## config.mk

```make
export PLATFORM = sky130hd
export DESIGN_NAME = tfs_slot_flat
export DESIGN_NICKNAME = d
export VERILOG_FILES = /design/src/tfs_pkg.sv /design/src/tfs_link_if.sv /design/src/tfs_rtc.sv /design/src/tfs_slot.sv /design/src/flat_wrapper.sv
export SDC_FILE = /design/constraint.sdc
export NUM_CORES = 1
export LEC_CHECK = 0
export ABC_AREA = 1
export BUFFER_PORTS_ARGS = -buffer_cell sky130_fd_sc_hd__buf_2
export CORE_MARGIN = 2
export CORE_UTILIZATION = 30
export DETAILED_ROUTE_END_ITERATION = 6
export PLACE_DENSITY = 0.51
export SETUP_SLACK_MARGIN = 0.3
export SLEW_MARGIN = 20
export SYNTH_ARGS = -nofsm -noshare
export SYNTH_HDL_FRONTEND = slang
export SYNTH_SLANG_ARGS = --single-unit
export TNS_END_PERCENT = 50
```

## constraint.sdc

```tcl
create_clock -name SYS_CLK -period 10 [get_ports SYS_CLK]
set_clock_uncertainty 0.2 [all_clocks]
set_input_delay 0.5 -clock SYS_CLK [delete_from_list [all_inputs] [get_ports SYS_CLK]]
set_output_delay 0.5 -clock SYS_CLK [all_outputs]
set_load 0.1 [all_outputs]
```

## src/tfs_pkg.sv

```systemverilog
// shared constants, types and helpers for the transmit slot state control
package tfs_pkg;
    localparam int unsigned RTC_W = 4;
    localparam int unsigned MEM_AW = 4;
    localparam int unsigned MEM_WORDS = 16;
    localparam int unsigned ST_W = 3;

    // apb register byte offsets
    localparam logic [7:0] OFF_CMD = 8'h00;
    localparam logic [7:0] OFF_CFG = 8'h04;
    localparam logic [7:0] OFF_STAT = 8'h08;
    localparam logic [7:0] OFF_MEM = 8'h40;
    localparam logic [7:0] MEM_MASK = 8'hc0;

    // command register bits
    localparam int unsigned CMD_READY = 0;
    localparam int unsigned CMD_ABORT = 1;
    localparam int unsigned CMD_EMPTY = 2;

    // config register fields
    localparam int unsigned CFG_LIM_LSB = 0;
    localparam int unsigned CFG_EN_BIT = 8;
    localparam logic [RTC_W-1:0] LIM_RST = 4'h0;

    // status register fields
    localparam int unsigned STAT_ST_LSB = 0;
    localparam int unsigned STAT_CNT_LSB = 8;

    typedef enum logic [ST_W-1:0] {
        ST_EMPTY, ST_READY, ST_TX, ST_ABT_PEND, ST_TX_OK, ST_ABORTED, ST_FAILED
    } tfs_state_t;

    typedef enum logic [1:0] {C_IDLE, C_VALID, C_TX} tfs_ctl_t;

    // frame memory is locked against software writes in these states
    function automatic logic is_locked(input tfs_state_t s);
        return (s == ST_READY) || (s == ST_TX) || (s == ST_ABT_PEND);
    endfunction

    // attempt budget used up: limit enabled and counter at the limit
    function automatic logic retry_spent(input logic [RTC_W-1:0] cnt,
                                         input logic [RTC_W-1:0] lim,
                                         input logic en);
        return en && (cnt == lim);
    endfunction
endpackage

```

## src/tfs_link_if.sv

```systemverilog
// link between the transmit slot and the protocol controller
`timescale 1ns/100ps
interface tfs_link_if;
    logic avail;
    logic lock;
    logic unl_done;
    logic unl_err;
    logic unl_arbl;
    logic unl_fail;
    logic [tfs_pkg::RTC_W-1:0] rtc_cnt;
    logic [tfs_pkg::RTC_W-1:0] rtc_lim;
    logic rtc_en;
    logic [tfs_pkg::MEM_AW-1:0] rd_addr;
    logic [31:0] rd_data;

    modport slot (output avail, rtc_cnt, rtc_lim, rtc_en, rd_data,
                  input lock, unl_done, unl_err, unl_arbl, unl_fail, rd_addr);
    modport ctl (input avail, rtc_cnt, rtc_lim, rtc_en, rd_data,
                 output lock, unl_done, unl_err, unl_arbl, unl_fail, rd_addr);
endinterface

```

## src/tfs_rtc.sv

```systemverilog
// retransmission counter of the slot
`timescale 1ns/100ps
module tfs_rtc (
    input wire logic clk,
    input wire logic rst_n,
    input wire logic ce,
    input wire logic clr,
    input wire logic inc,
    output logic [tfs_pkg::RTC_W-1:0] cnt
);
    logic [tfs_pkg::RTC_W-1:0] cnt_r;
    logic [tfs_pkg::RTC_W-1:0] cnt_nxt;

    // clear on a new frame, otherwise step by one per failed attempt
    always_comb begin
        cnt_nxt = cnt_r;
        if (clr) begin
            cnt_nxt = '0;
        end else if (inc) begin
            cnt_nxt = cnt_r + 1'b1;
        end
    end

    always_ff @(posedge clk) begin
        if (!rst_n) begin
            cnt_r <= '0;
        end else if (ce) begin
            cnt_r <= cnt_nxt;
        end
    end

    assign cnt = cnt_r;
endmodule

```

## src/tfs_slot.sv

```systemverilog
// transmit frame slot: state machine, frame memory and apb registers
`timescale 1ns/100ps
module tfs_slot (
    input wire logic SYS_CLK,
    input wire logic RST_N,
    input wire logic CE,
    input wire logic PSEL,
    input wire logic PENABLE,
    input wire logic PWRITE,
    input wire logic [7:0] PADDR,
    input wire logic [31:0] PWDATA,
    output logic [31:0] PRDATA,
    output logic PREADY,
    output logic PSLVERR,
    output logic [tfs_pkg::ST_W-1:0] SLOT_STATE,
    tfs_link_if.slot lnk
);
    tfs_pkg::tfs_state_t st_r;
    tfs_pkg::tfs_state_t st_nxt;
    logic [31:0] mem [tfs_pkg::MEM_WORDS];
    logic [31:0] prdata_r;
    logic [31:0] prdata_nxt;
    logic pready_r;
    logic pready_nxt;
    logic pslverr_r;
    logic pslverr_nxt;
    logic [tfs_pkg::RTC_W-1:0] lim_r;
    logic [tfs_pkg::RTC_W-1:0] lim_nxt;
    logic en_r;
    logic en_nxt;
    logic avail_r;
    logic avail_nxt;
    logic [tfs_pkg::RTC_W-1:0] cnt;
    logic acc;
    logic wr;
    logic hit_cmd;
    logic hit_cfg;
    logic hit_stat;
    logic hit_mem;
    logic sw_ready;
    logic sw_abort;
    logic sw_empty;
    logic rtc_clr;
    logic rtc_inc;
    logic mem_we;
    logic [tfs_pkg::MEM_AW-1:0] mem_idx;

    // apb decode: transfer completes when our registered pready is seen
    assign acc = PSEL && PENABLE && pready_r;
    assign wr = acc && PWRITE;
    assign hit_cmd = PADDR == tfs_pkg::OFF_CMD;
    assign hit_cfg = PADDR == tfs_pkg::OFF_CFG;
    assign hit_stat = PADDR == tfs_pkg::OFF_STAT;
    assign hit_mem = ((PADDR & tfs_pkg::MEM_MASK) == tfs_pkg::OFF_MEM) && (PADDR[1:0] == 2'b00);
    assign mem_idx = PADDR[tfs_pkg::MEM_AW+1:2];

    // software command pulses, one per completed write
    assign sw_ready = wr && hit_cmd && PWDATA[tfs_pkg::CMD_READY];
    assign sw_abort = wr && hit_cmd && PWDATA[tfs_pkg::CMD_ABORT];
    assign sw_empty = wr && hit_cmd && PWDATA[tfs_pkg::CMD_EMPTY];
    assign mem_we = CE && wr && hit_mem && !tfs_pkg::is_locked(st_r);

    // apb answer: one wait cycle, then pready with data and error
    always_comb begin
        pready_nxt = PSEL && PENABLE && !pready_r;
        prdata_nxt = '0;
        pslverr_nxt = 1'b0;
        if (pready_nxt) begin
            pslverr_nxt = !(hit_cmd || hit_cfg || hit_stat || hit_mem);
            if (hit_cfg) begin
                prdata_nxt[tfs_pkg::CFG_LIM_LSB +: tfs_pkg::RTC_W] = lim_r;
                prdata_nxt[tfs_pkg::CFG_EN_BIT] = en_r;
            end else if (hit_stat) begin
                prdata_nxt[tfs_pkg::STAT_ST_LSB +: tfs_pkg::ST_W] = st_r;
                prdata_nxt[tfs_pkg::STAT_CNT_LSB +: tfs_pkg::RTC_W] = cnt;
            end
        end
    end

    // retry limit and its enable
    always_comb begin
        lim_nxt = lim_r;
        en_nxt = en_r;
        if (wr && hit_cfg) begin
            lim_nxt = PWDATA[tfs_pkg::CFG_LIM_LSB +: tfs_pkg::RTC_W];
            en_nxt = PWDATA[tfs_pkg::CFG_EN_BIT];
        end
    end

    // slot state machine; software abort wins over error and lost outcomes
    always_comb begin
        st_nxt = st_r;
        rtc_clr = 1'b0;
        rtc_inc = 1'b0;
        unique case (st_r)
            tfs_pkg::ST_EMPTY: begin
                if (sw_ready) begin
                    st_nxt = tfs_pkg::ST_READY;
                    rtc_clr = 1'b1;
                end
            end
            tfs_pkg::ST_READY: begin
                if (lnk.lock && sw_abort) begin
                    st_nxt = tfs_pkg::ST_ABT_PEND;
                end else if (lnk.lock) begin
                    st_nxt = tfs_pkg::ST_TX;
                end else if (sw_abort) begin
                    st_nxt = tfs_pkg::ST_ABORTED;
                end
            end
            tfs_pkg::ST_TX: begin
                if (lnk.unl_done) begin
                    st_nxt = tfs_pkg::ST_TX_OK;
                end else if (lnk.unl_fail) begin
                    st_nxt = tfs_pkg::ST_FAILED;
                end else if (lnk.unl_err || lnk.unl_arbl) begin
                    st_nxt = sw_abort ? tfs_pkg::ST_ABORTED : tfs_pkg::ST_READY;
                    rtc_inc = !sw_abort;
                end else if (sw_abort) begin
                    st_nxt = tfs_pkg::ST_ABT_PEND;
                end
            end
            tfs_pkg::ST_ABT_PEND: begin
                if (lnk.unl_done) begin
                    st_nxt = tfs_pkg::ST_TX_OK;
                end else if (lnk.unl_fail) begin
                    st_nxt = tfs_pkg::ST_FAILED;
                end else if (lnk.unl_err || lnk.unl_arbl) begin
                    st_nxt = tfs_pkg::ST_ABORTED;
                end
            end
            tfs_pkg::ST_TX_OK, tfs_pkg::ST_ABORTED, tfs_pkg::ST_FAILED: begin
                if (sw_ready) begin
                    st_nxt = tfs_pkg::ST_READY;
                    rtc_clr = 1'b1;
                end else if (sw_empty) begin
                    st_nxt = tfs_pkg::ST_EMPTY;
                end
            end
            default: begin
                st_nxt = tfs_pkg::ST_EMPTY;
            end
        endcase
        avail_nxt = st_nxt == tfs_pkg::ST_READY;
    end

    // registers of the slot and the apb slave
    always_ff @(posedge SYS_CLK) begin
        if (!RST_N) begin
            st_r <= tfs_pkg::ST_EMPTY;
            avail_r <= 1'b0;
            pready_r <= 1'b0;
            prdata_r <= '0;
            pslverr_r <= 1'b0;
            lim_r <= tfs_pkg::LIM_RST;
            en_r <= 1'b0;
        end else if (CE) begin
            st_r <= st_nxt;
            avail_r <= avail_nxt;
            pready_r <= pready_nxt;
            prdata_r <= prdata_nxt;
            pslverr_r <= pslverr_nxt;
            lim_r <= lim_nxt;
            en_r <= en_nxt;
        end
    end

    // frame memory, written by software while unlocked
    always_ff @(posedge SYS_CLK) begin
        if (mem_we) begin
            mem[mem_idx] <= PWDATA;
        end
    end

    tfs_rtc u_rtc (
        .clk(SYS_CLK),
        .rst_n(RST_N),
        .ce(CE),
        .clr(rtc_clr),
        .inc(rtc_inc),
        .cnt(cnt)
    );

    // abort drops availability in the very cycle it is written
    assign lnk.avail = avail_r && !sw_abort;
    assign lnk.rtc_cnt = cnt;
    assign lnk.rtc_lim = lim_r;
    assign lnk.rtc_en = en_r;
    assign lnk.rd_data = mem[lnk.rd_addr];
    assign PRDATA = prdata_r;
    assign PREADY = pready_r;
    assign PSLVERR = pslverr_r;
    assign SLOT_STATE = st_r;
endmodule

```

## src/flat_wrapper.sv

```systemverilog
// flat-port wrapper written by rule: the top's interface ports become plain ports
module tfs_slot_flat 
  (SYS_CLK, RST_N, CE, PSEL, PENABLE, PWRITE, PADDR, PWDATA, PRDATA, PREADY, PSLVERR, SLOT_STATE, lnk_avail, lnk_rtc_cnt, lnk_rtc_lim, lnk_rtc_en, lnk_rd_data, lnk_lock, lnk_unl_done, lnk_unl_err, lnk_unl_arbl, lnk_unl_fail, lnk_rd_addr);
  tfs_link_if lnk_i ();
  input wire logic SYS_CLK;
  input wire logic RST_N;
  input wire logic CE;
  input wire logic PSEL;
  input wire logic PENABLE;
  input wire logic PWRITE;
  input wire logic [7:0] PADDR;
  input wire logic [31:0] PWDATA;
  output logic [31:0] PRDATA;
  output logic PREADY;
  output logic PSLVERR;
  output logic [tfs_pkg::ST_W-1:0] SLOT_STATE;
  output wire logic [$bits(lnk_i.avail)-1:0] lnk_avail;
  output wire logic [$bits(lnk_i.rtc_cnt)-1:0] lnk_rtc_cnt;
  output wire logic [$bits(lnk_i.rtc_lim)-1:0] lnk_rtc_lim;
  output wire logic [$bits(lnk_i.rtc_en)-1:0] lnk_rtc_en;
  output wire logic [$bits(lnk_i.rd_data)-1:0] lnk_rd_data;
  input wire logic [$bits(lnk_i.lock)-1:0] lnk_lock;
  input wire logic [$bits(lnk_i.unl_done)-1:0] lnk_unl_done;
  input wire logic [$bits(lnk_i.unl_err)-1:0] lnk_unl_err;
  input wire logic [$bits(lnk_i.unl_arbl)-1:0] lnk_unl_arbl;
  input wire logic [$bits(lnk_i.unl_fail)-1:0] lnk_unl_fail;
  input wire logic [$bits(lnk_i.rd_addr)-1:0] lnk_rd_addr;
  assign lnk_avail = lnk_i.avail;
  assign lnk_rtc_cnt = lnk_i.rtc_cnt;
  assign lnk_rtc_lim = lnk_i.rtc_lim;
  assign lnk_rtc_en = lnk_i.rtc_en;
  assign lnk_rd_data = lnk_i.rd_data;
  assign lnk_i.lock = lnk_lock;
  assign lnk_i.unl_done = lnk_unl_done;
  assign lnk_i.unl_err = lnk_unl_err;
  assign lnk_i.unl_arbl = lnk_unl_arbl;
  assign lnk_i.unl_fail = lnk_unl_fail;
  assign lnk_i.rd_addr = lnk_rd_addr;
  tfs_slot u_core (.SYS_CLK(SYS_CLK), .RST_N(RST_N), .CE(CE), .PSEL(PSEL), .PENABLE(PENABLE), .PWRITE(PWRITE), .PADDR(PADDR), .PWDATA(PWDATA), .PRDATA(PRDATA), .PREADY(PREADY), .PSLVERR(PSLVERR), .SLOT_STATE(SLOT_STATE), .lnk(lnk_i));
endmodule
```

Word-level counts from Yosys, hierarchy flattened
Memories as Yosys holds them, arrays and structs flattened.
Index checks and enable logic that the tools add are counted.
{ "op_classes": {"addsub": 1, "eq_ne": 10, "n_mux": 34, "n_reduce_logical": 33} }
{ "op_table": {"columns": ["cell", "n"], "rows": [
  ["$mux 3", 17],
  ["$mux 4", 5],
  ["$logic_and 1x1->1", 15],
  ["$pmux 3 s5", 1],
  ["$mux 1", 11],
  ["$eq 3x3->1 const B", 3],
  ["$eq 8x3->1 const B", 1],
  ["$eq 8x4->1 const B", 1],
  ["$logic_not 8->1", 1],
  ["$eq 3x1->1 const B", 2],
  ["$eq 3x2->1 const B", 2],
  ["$logic_or 1x1->1", 6],
  ["$add 4x1->4 const B", 1],
  ["$logic_not 1->1", 4],
  ["$reduce_and 2->1", 2],
  ["$reduce_or 4->1", 1],
  ["$logic_not 3->1", 1],
  ["$reduce_or 3->1", 1],
  ["$eq 2x1->1 const B", 1],
  ["$logic_not 2->1", 1],
  ["$reduce_bool 2->1", 1]
]} }
{ "word_totals": {"regBits": 23, "ram_bits": 512, "in_bits": 55, "word_cells": 87, "mem_count": 1} }
{ "memory_table": {"columns": ["memory", "words", "word_bits", "read_ports", "rd_clocked_by_memory_dff", "wr", "line_no", "source"], "rows": [
  ["u_core.mem", 16, 32, 1, 0, 1, "tfs_slot.sv:20", "logic [31:0] mem [tfs_pkg::MEM_WORDS];"]
]} }

Depth between registers and ports, before layout
{ "logic_depth": {"ltp_word": 12, "mapped_depth": 11, "mapped_depth_nobuf": 11} }

Cells and area by module
From an unflattened synthesis, not the netlist that was laid out.
{ "unflattened": {"hier_cells": 1595, "area_unflattened_um2": 22013.6} }
{ "modules_own_cells": {"columns": ["module", "n_inst", "cells_each", "area_per_inst_um2"], "rows": [
  ["tfs_slot", 1, 1567, 21819.7],
  ["tfs_rtc", 1, 28, 193.9]
]} }

Least setup slack after synthesis
Ideal clock, no wire load.
{ "synth_timing": {"kind": "reg-to-reg", "from": "register u_core.pready_r (netlist: u_core.PREADY)", "to": "memory u_core.mem[10][0], enable pin", "setup_ns": 0.421, "arrival_time_ns": 3.366, "required_ns": 9.379, "setup_slack_ns": 6.013, "stages_incl_launch_ff": 9, "n_path_buf": 0, "synth_period_minus_slack_ns": 3.987, "cell_sequence": "dfxtp_1 -> nand2_2 -> nor2_8 -> nand2_2 -> nor4_2 -> inv_2 -> nor2_4 -> nand2_2 -> nor2_1"} }
{ "synth_between": {"elab_chain_cells": 7} }
{ "synth_lines": {"columns": ["element", "line_no", "source"], "rows": [
  ["start, declared", "tfs_slot.sv:23", "logic pready_r;"],
  ["start signal, assigned", "tfs_slot.sv:160", "pready_r <= pready_nxt;"],
  ["$logic_and 1x1->1", "tfs_slot.sv:49", "assign acc = PSEL && PENABLE && pready_r;"],
  ["$logic_and 1x1->1", "tfs_slot.sv:50", "assign wr = acc && PWRITE;"],
  ["$logic_and 1x1->1 (3 in a row)", "tfs_slot.sv:61", "assign mem_we = CE && wr && hit_mem && !tfs_pkg::is_locked(st_r);"],
  ["$mux 1", "tfs_slot.sv:170", "if (mem_we) begin"],
  ["$mux 1 (not written as such)", "tfs_slot.sv:171", "mem[mem_idx] <= PWDATA;"],
  ["end, declared", "tfs_slot.sv:20", null]
]} }
Every way passes these cells.

Worst setup path in the final report
{ "layout_timing": {"from": "input lnk_rd_addr[0]", "to": "output lnk_rd_data[21]"} }
{ "layout_between": {"elab_chain_cells": 1} }
{ "layout_lines": {"columns": ["element", "line_no", "source"], "rows": [
  ["start, declared", "flat_wrapper.sv:27", "input wire logic [$bits(lnk_i.rd_addr)-1:0] lnk_rd_addr;"],
  ["$mem_v2 16x32", null, null],
  ["end, declared", "flat_wrapper.sv:21", "output wire logic [$bits(lnk_i.rd_data)-1:0] lnk_rd_data;"]
]} }
Every way passes these cells.

==> summary.txt <==
Power
  • Static leakage: 8.91 nW
  • PD cells: 191 nW/µm²
  • Total chip power: 4.81 mW
  • VDD IR-drop max: 0.000141 V

STA
  • RSZ-0062 raised after global routing: no
  • # setup viols final: 0
  • Max Transition Viols Final: 0
  • Fin crit share: 40.8%
  • Hold slack final: 0.0378 ns
  • F_max: 245 MHz
  • Minimum clock period: 4.08 ns
  • Hold Violations, Final: 0
  • Slew headroom: 29.3%
  • Total negative slack: 0 ns
  • Worst-Margin Slew: 1.06 ns

Setup path
  • Crit end category: primary output
  • Worst EP arrival: 3.38 ns
  • CP Launch Type: input port
  • Max Fanout on Critical Path: 135
  • Crit Path Class: in -> out
  • Req. time, crit path: 9.30 ns

Clocking
  • Clk Latency, worst-skew pair: 0.61 ns
  • CTS Buf Count: 55
  • Clock Pin Slew Worst Setup and Hold Paths: 0.06 ns
  • Clk root buf: clkbuf_16
  • CTS tree: built
  • Clock Sinks: 535
  • Htree depth: 2
  • Post-CTS Setup Repair Bufs: 0
  • Max clock buf depth: 3

Yosys
  • Synth top area share: 70.1%
  • Synth unique cells: 38
  • Seq/Total Area, Yosys: 72.2%
  • YS warnings: 0
  • Most common cell in the netlist: edfxtp_1
  • Post-synth ARST share: 0%
  • Most frequent cells after synthesis: edfxtp_1 (512), o21ai_0 (160), inv_1 (157)
  • EDFF count, synth: 512
  • Top area cells in the synthesized netlist: edfxtp_1 (70%), mux2i_1 (5.8%), o211ai_1 (4.4%)
  • Syn Inst Count: 1587
  • Yosys reg bits: 535
  • Leading area contributor after synthesis: edfxtp_1
  • Syn avg cell area: 13.8 µm²
  • Syn Std Cell Area: 21900 µm²
  • Synth Flop Type: edfxtp_1

Global route
  • Vias in the first global route: 12542
  • GRT Total Usage: 14.3%
  • Largest net degree at the start of global routing: 136
  • First-pass GRT wire length: 80600 µm
  • Overflow after GRT: 0
  • Initial antenna violation count: 3

Layout
  • Register Area: 15800 µm²
  • Multi-input logic area: 5000 µm²
  • Non-Filler Instances: 2687
  • Fillers: 6986
  • Core Util, Final: 34.6%
  • Synthesis-to-finish area growth: 14.7%
  • Final Net Count: 1743
  • Layout cell share with drive strength beyond 1: 14.4%

Hold path
  • Worst min-delay path class: in -> reg

Detailed routing
  • Detailed Route Iter0 Violations: 999
  • Final WL: 54200 µm
  • Post-route antenna net violation count: 0
  • Met1 wire length: 25100 µm
  • Pre-antenna DRT Iters: 5
  • Met2 WL: 25400 µm
  • Drt drc: 0
  • Via count: 12762
  • Routed met3 length: 2780 µm
  • Via/cell ratio: 4.75
  • Top Metal Used: met5
  • Routed length per instance: 20.2 µm

Placed design
  • HPWL after DPL: 28400 µm
  • Placer's final routability congestion estimate: 0.735
  • IO Port Bufs: 109
  • Placed insts: 2586

Outcome
  • Status: finished, final reports clean

Flow run
  • Max cap viols: 0

Floorplanning
  • Ports: 134
  • Die width: 274 µm
  • Initial Util: 30.2%
  • Core box area: 72700 µm²
  • Die area: 75300 µm²
  • Die height: 274 µm
  • # rows: 99
[cells in the final DEF, fill, tap and decap left out, types with 12 or more instances in the layout]
cell	n
o211ai_1	129
nor2_1	25
dfxtp_1	23
nand3_1	44
inv_1	155
edfxtp_1	512
clkinv_2	12
nand2_1	82
a21oi_1	144
mux2i_1	128
nor2_4	19
o21ai_0	160
buf_4	27
conb_1	24
clkbuf_1	13
clkbuf_16	55
buf_2	106
[layout make-up]
| cell class | instances | share of cell area, % |
|---|---|---|
| flip-flops and latches | 535 | 62.9 |
| multi-input cells | 795 | 19.9 |
| clock buffers | 68 | 5.66 |
| well taps | 959 | 4.77 |
| repair buffers | 137 | 3.09 |
| inverters | 163 | 2.45 |
| clock inverters | 29 | 1.22 |
| diodes | 1 | 0.00994 |
[worst paths after layout]
kind                  endpoint  cells after the start                  from  slack, ns
max reg2reg  u_core.mem[13][6]                      7  u_core.SLOT_STATE[2]       6.69
max            lnk_rd_data[21]                      7        lnk_rd_addr[0]       5.92
min          u_core.mem[6][27]                      1            PWDATA[27]       0.04
min reg2reg   u_core.PRDATA[9]                      2      u_core.PRDATA[9]       0.26
[flip-flops by register name, indices dropped and copies added, names as in the netlist]
| name | cells |
|---|---|
| u_core.avail_r | 1 |
| u_core.PREADY | 1 |
| u_core.lnk.rtc_en | 1 |
| u_core.PRDATA | 8 |
| u_core.SLOT_STATE | 3 |
| u_core.lnk.rtc_lim | 4 |
| u_core.PSLVERR | 1 |
| u_core.mem | 512 |
| u_core.u_rtc.cnt | 4 |
[logic make-up (layout without fill, tap and decap cells)]
logic type | Yosys count | in the layout | share of synthesized area (%)
DFF | 535 | 535 | 72.2
other | 1 | 25 | 0.0171
muxes | 128 | 128 | 5.84
AOI/OAI and AO/OA | 444 | 444 | 11.7
and+or+nand+nor | 198 | 198 | 4.26
adders and majority gates | 1 | 1 | 0.0570
buffers and inverters | 280 | 397 | 5.97
[critical path: stages]
cell,delay (ns)
buf_8,0.62
buf_4,0.91
mux2i_1,0.18
o211ai_1,0.23
nand3_1,0.09
nand2_1,0.23
buf_2,0.47
[where the power goes]
part | total (mW) | switching (mW) | leakage [nW] | internal [mW]
Sequential | 2.45 | 0.00157 | 4.79 | 2.45
Clock | 1.97 | 0.855 | 0.841 | 1.12
Combinational | 0.378 | 0.305 | 3.29 | 0.0723
[layer usage]
layer | track usage, % | vias to the layer above
li1 | - | 6023
met1 | 19.7 | 6372
met2 | 23.4 | 301
met3 | 2.53 | 64
met4 | 3.45 | 2
met5 | 0 | -
[per-stage QoR]
| step | setup slack (ns) | instance area (µm²) |
|---|---|---|
| floorplan | 6.01 | 22000 |
| detailed placement | 5.88 | 23400 |
| finish | 5.92 | 25200 |
| global placement | 5.87 | 23400 |
| CTS | 5.88 | 25200 |
| global route | 5.64 | 25200 |
[what timing repair did]
item	CTS	global route
hold buffers	3	0
hold endpoints to repair	19	0
gates resized for setup	0	0
(Power assumes the default switching activity.)
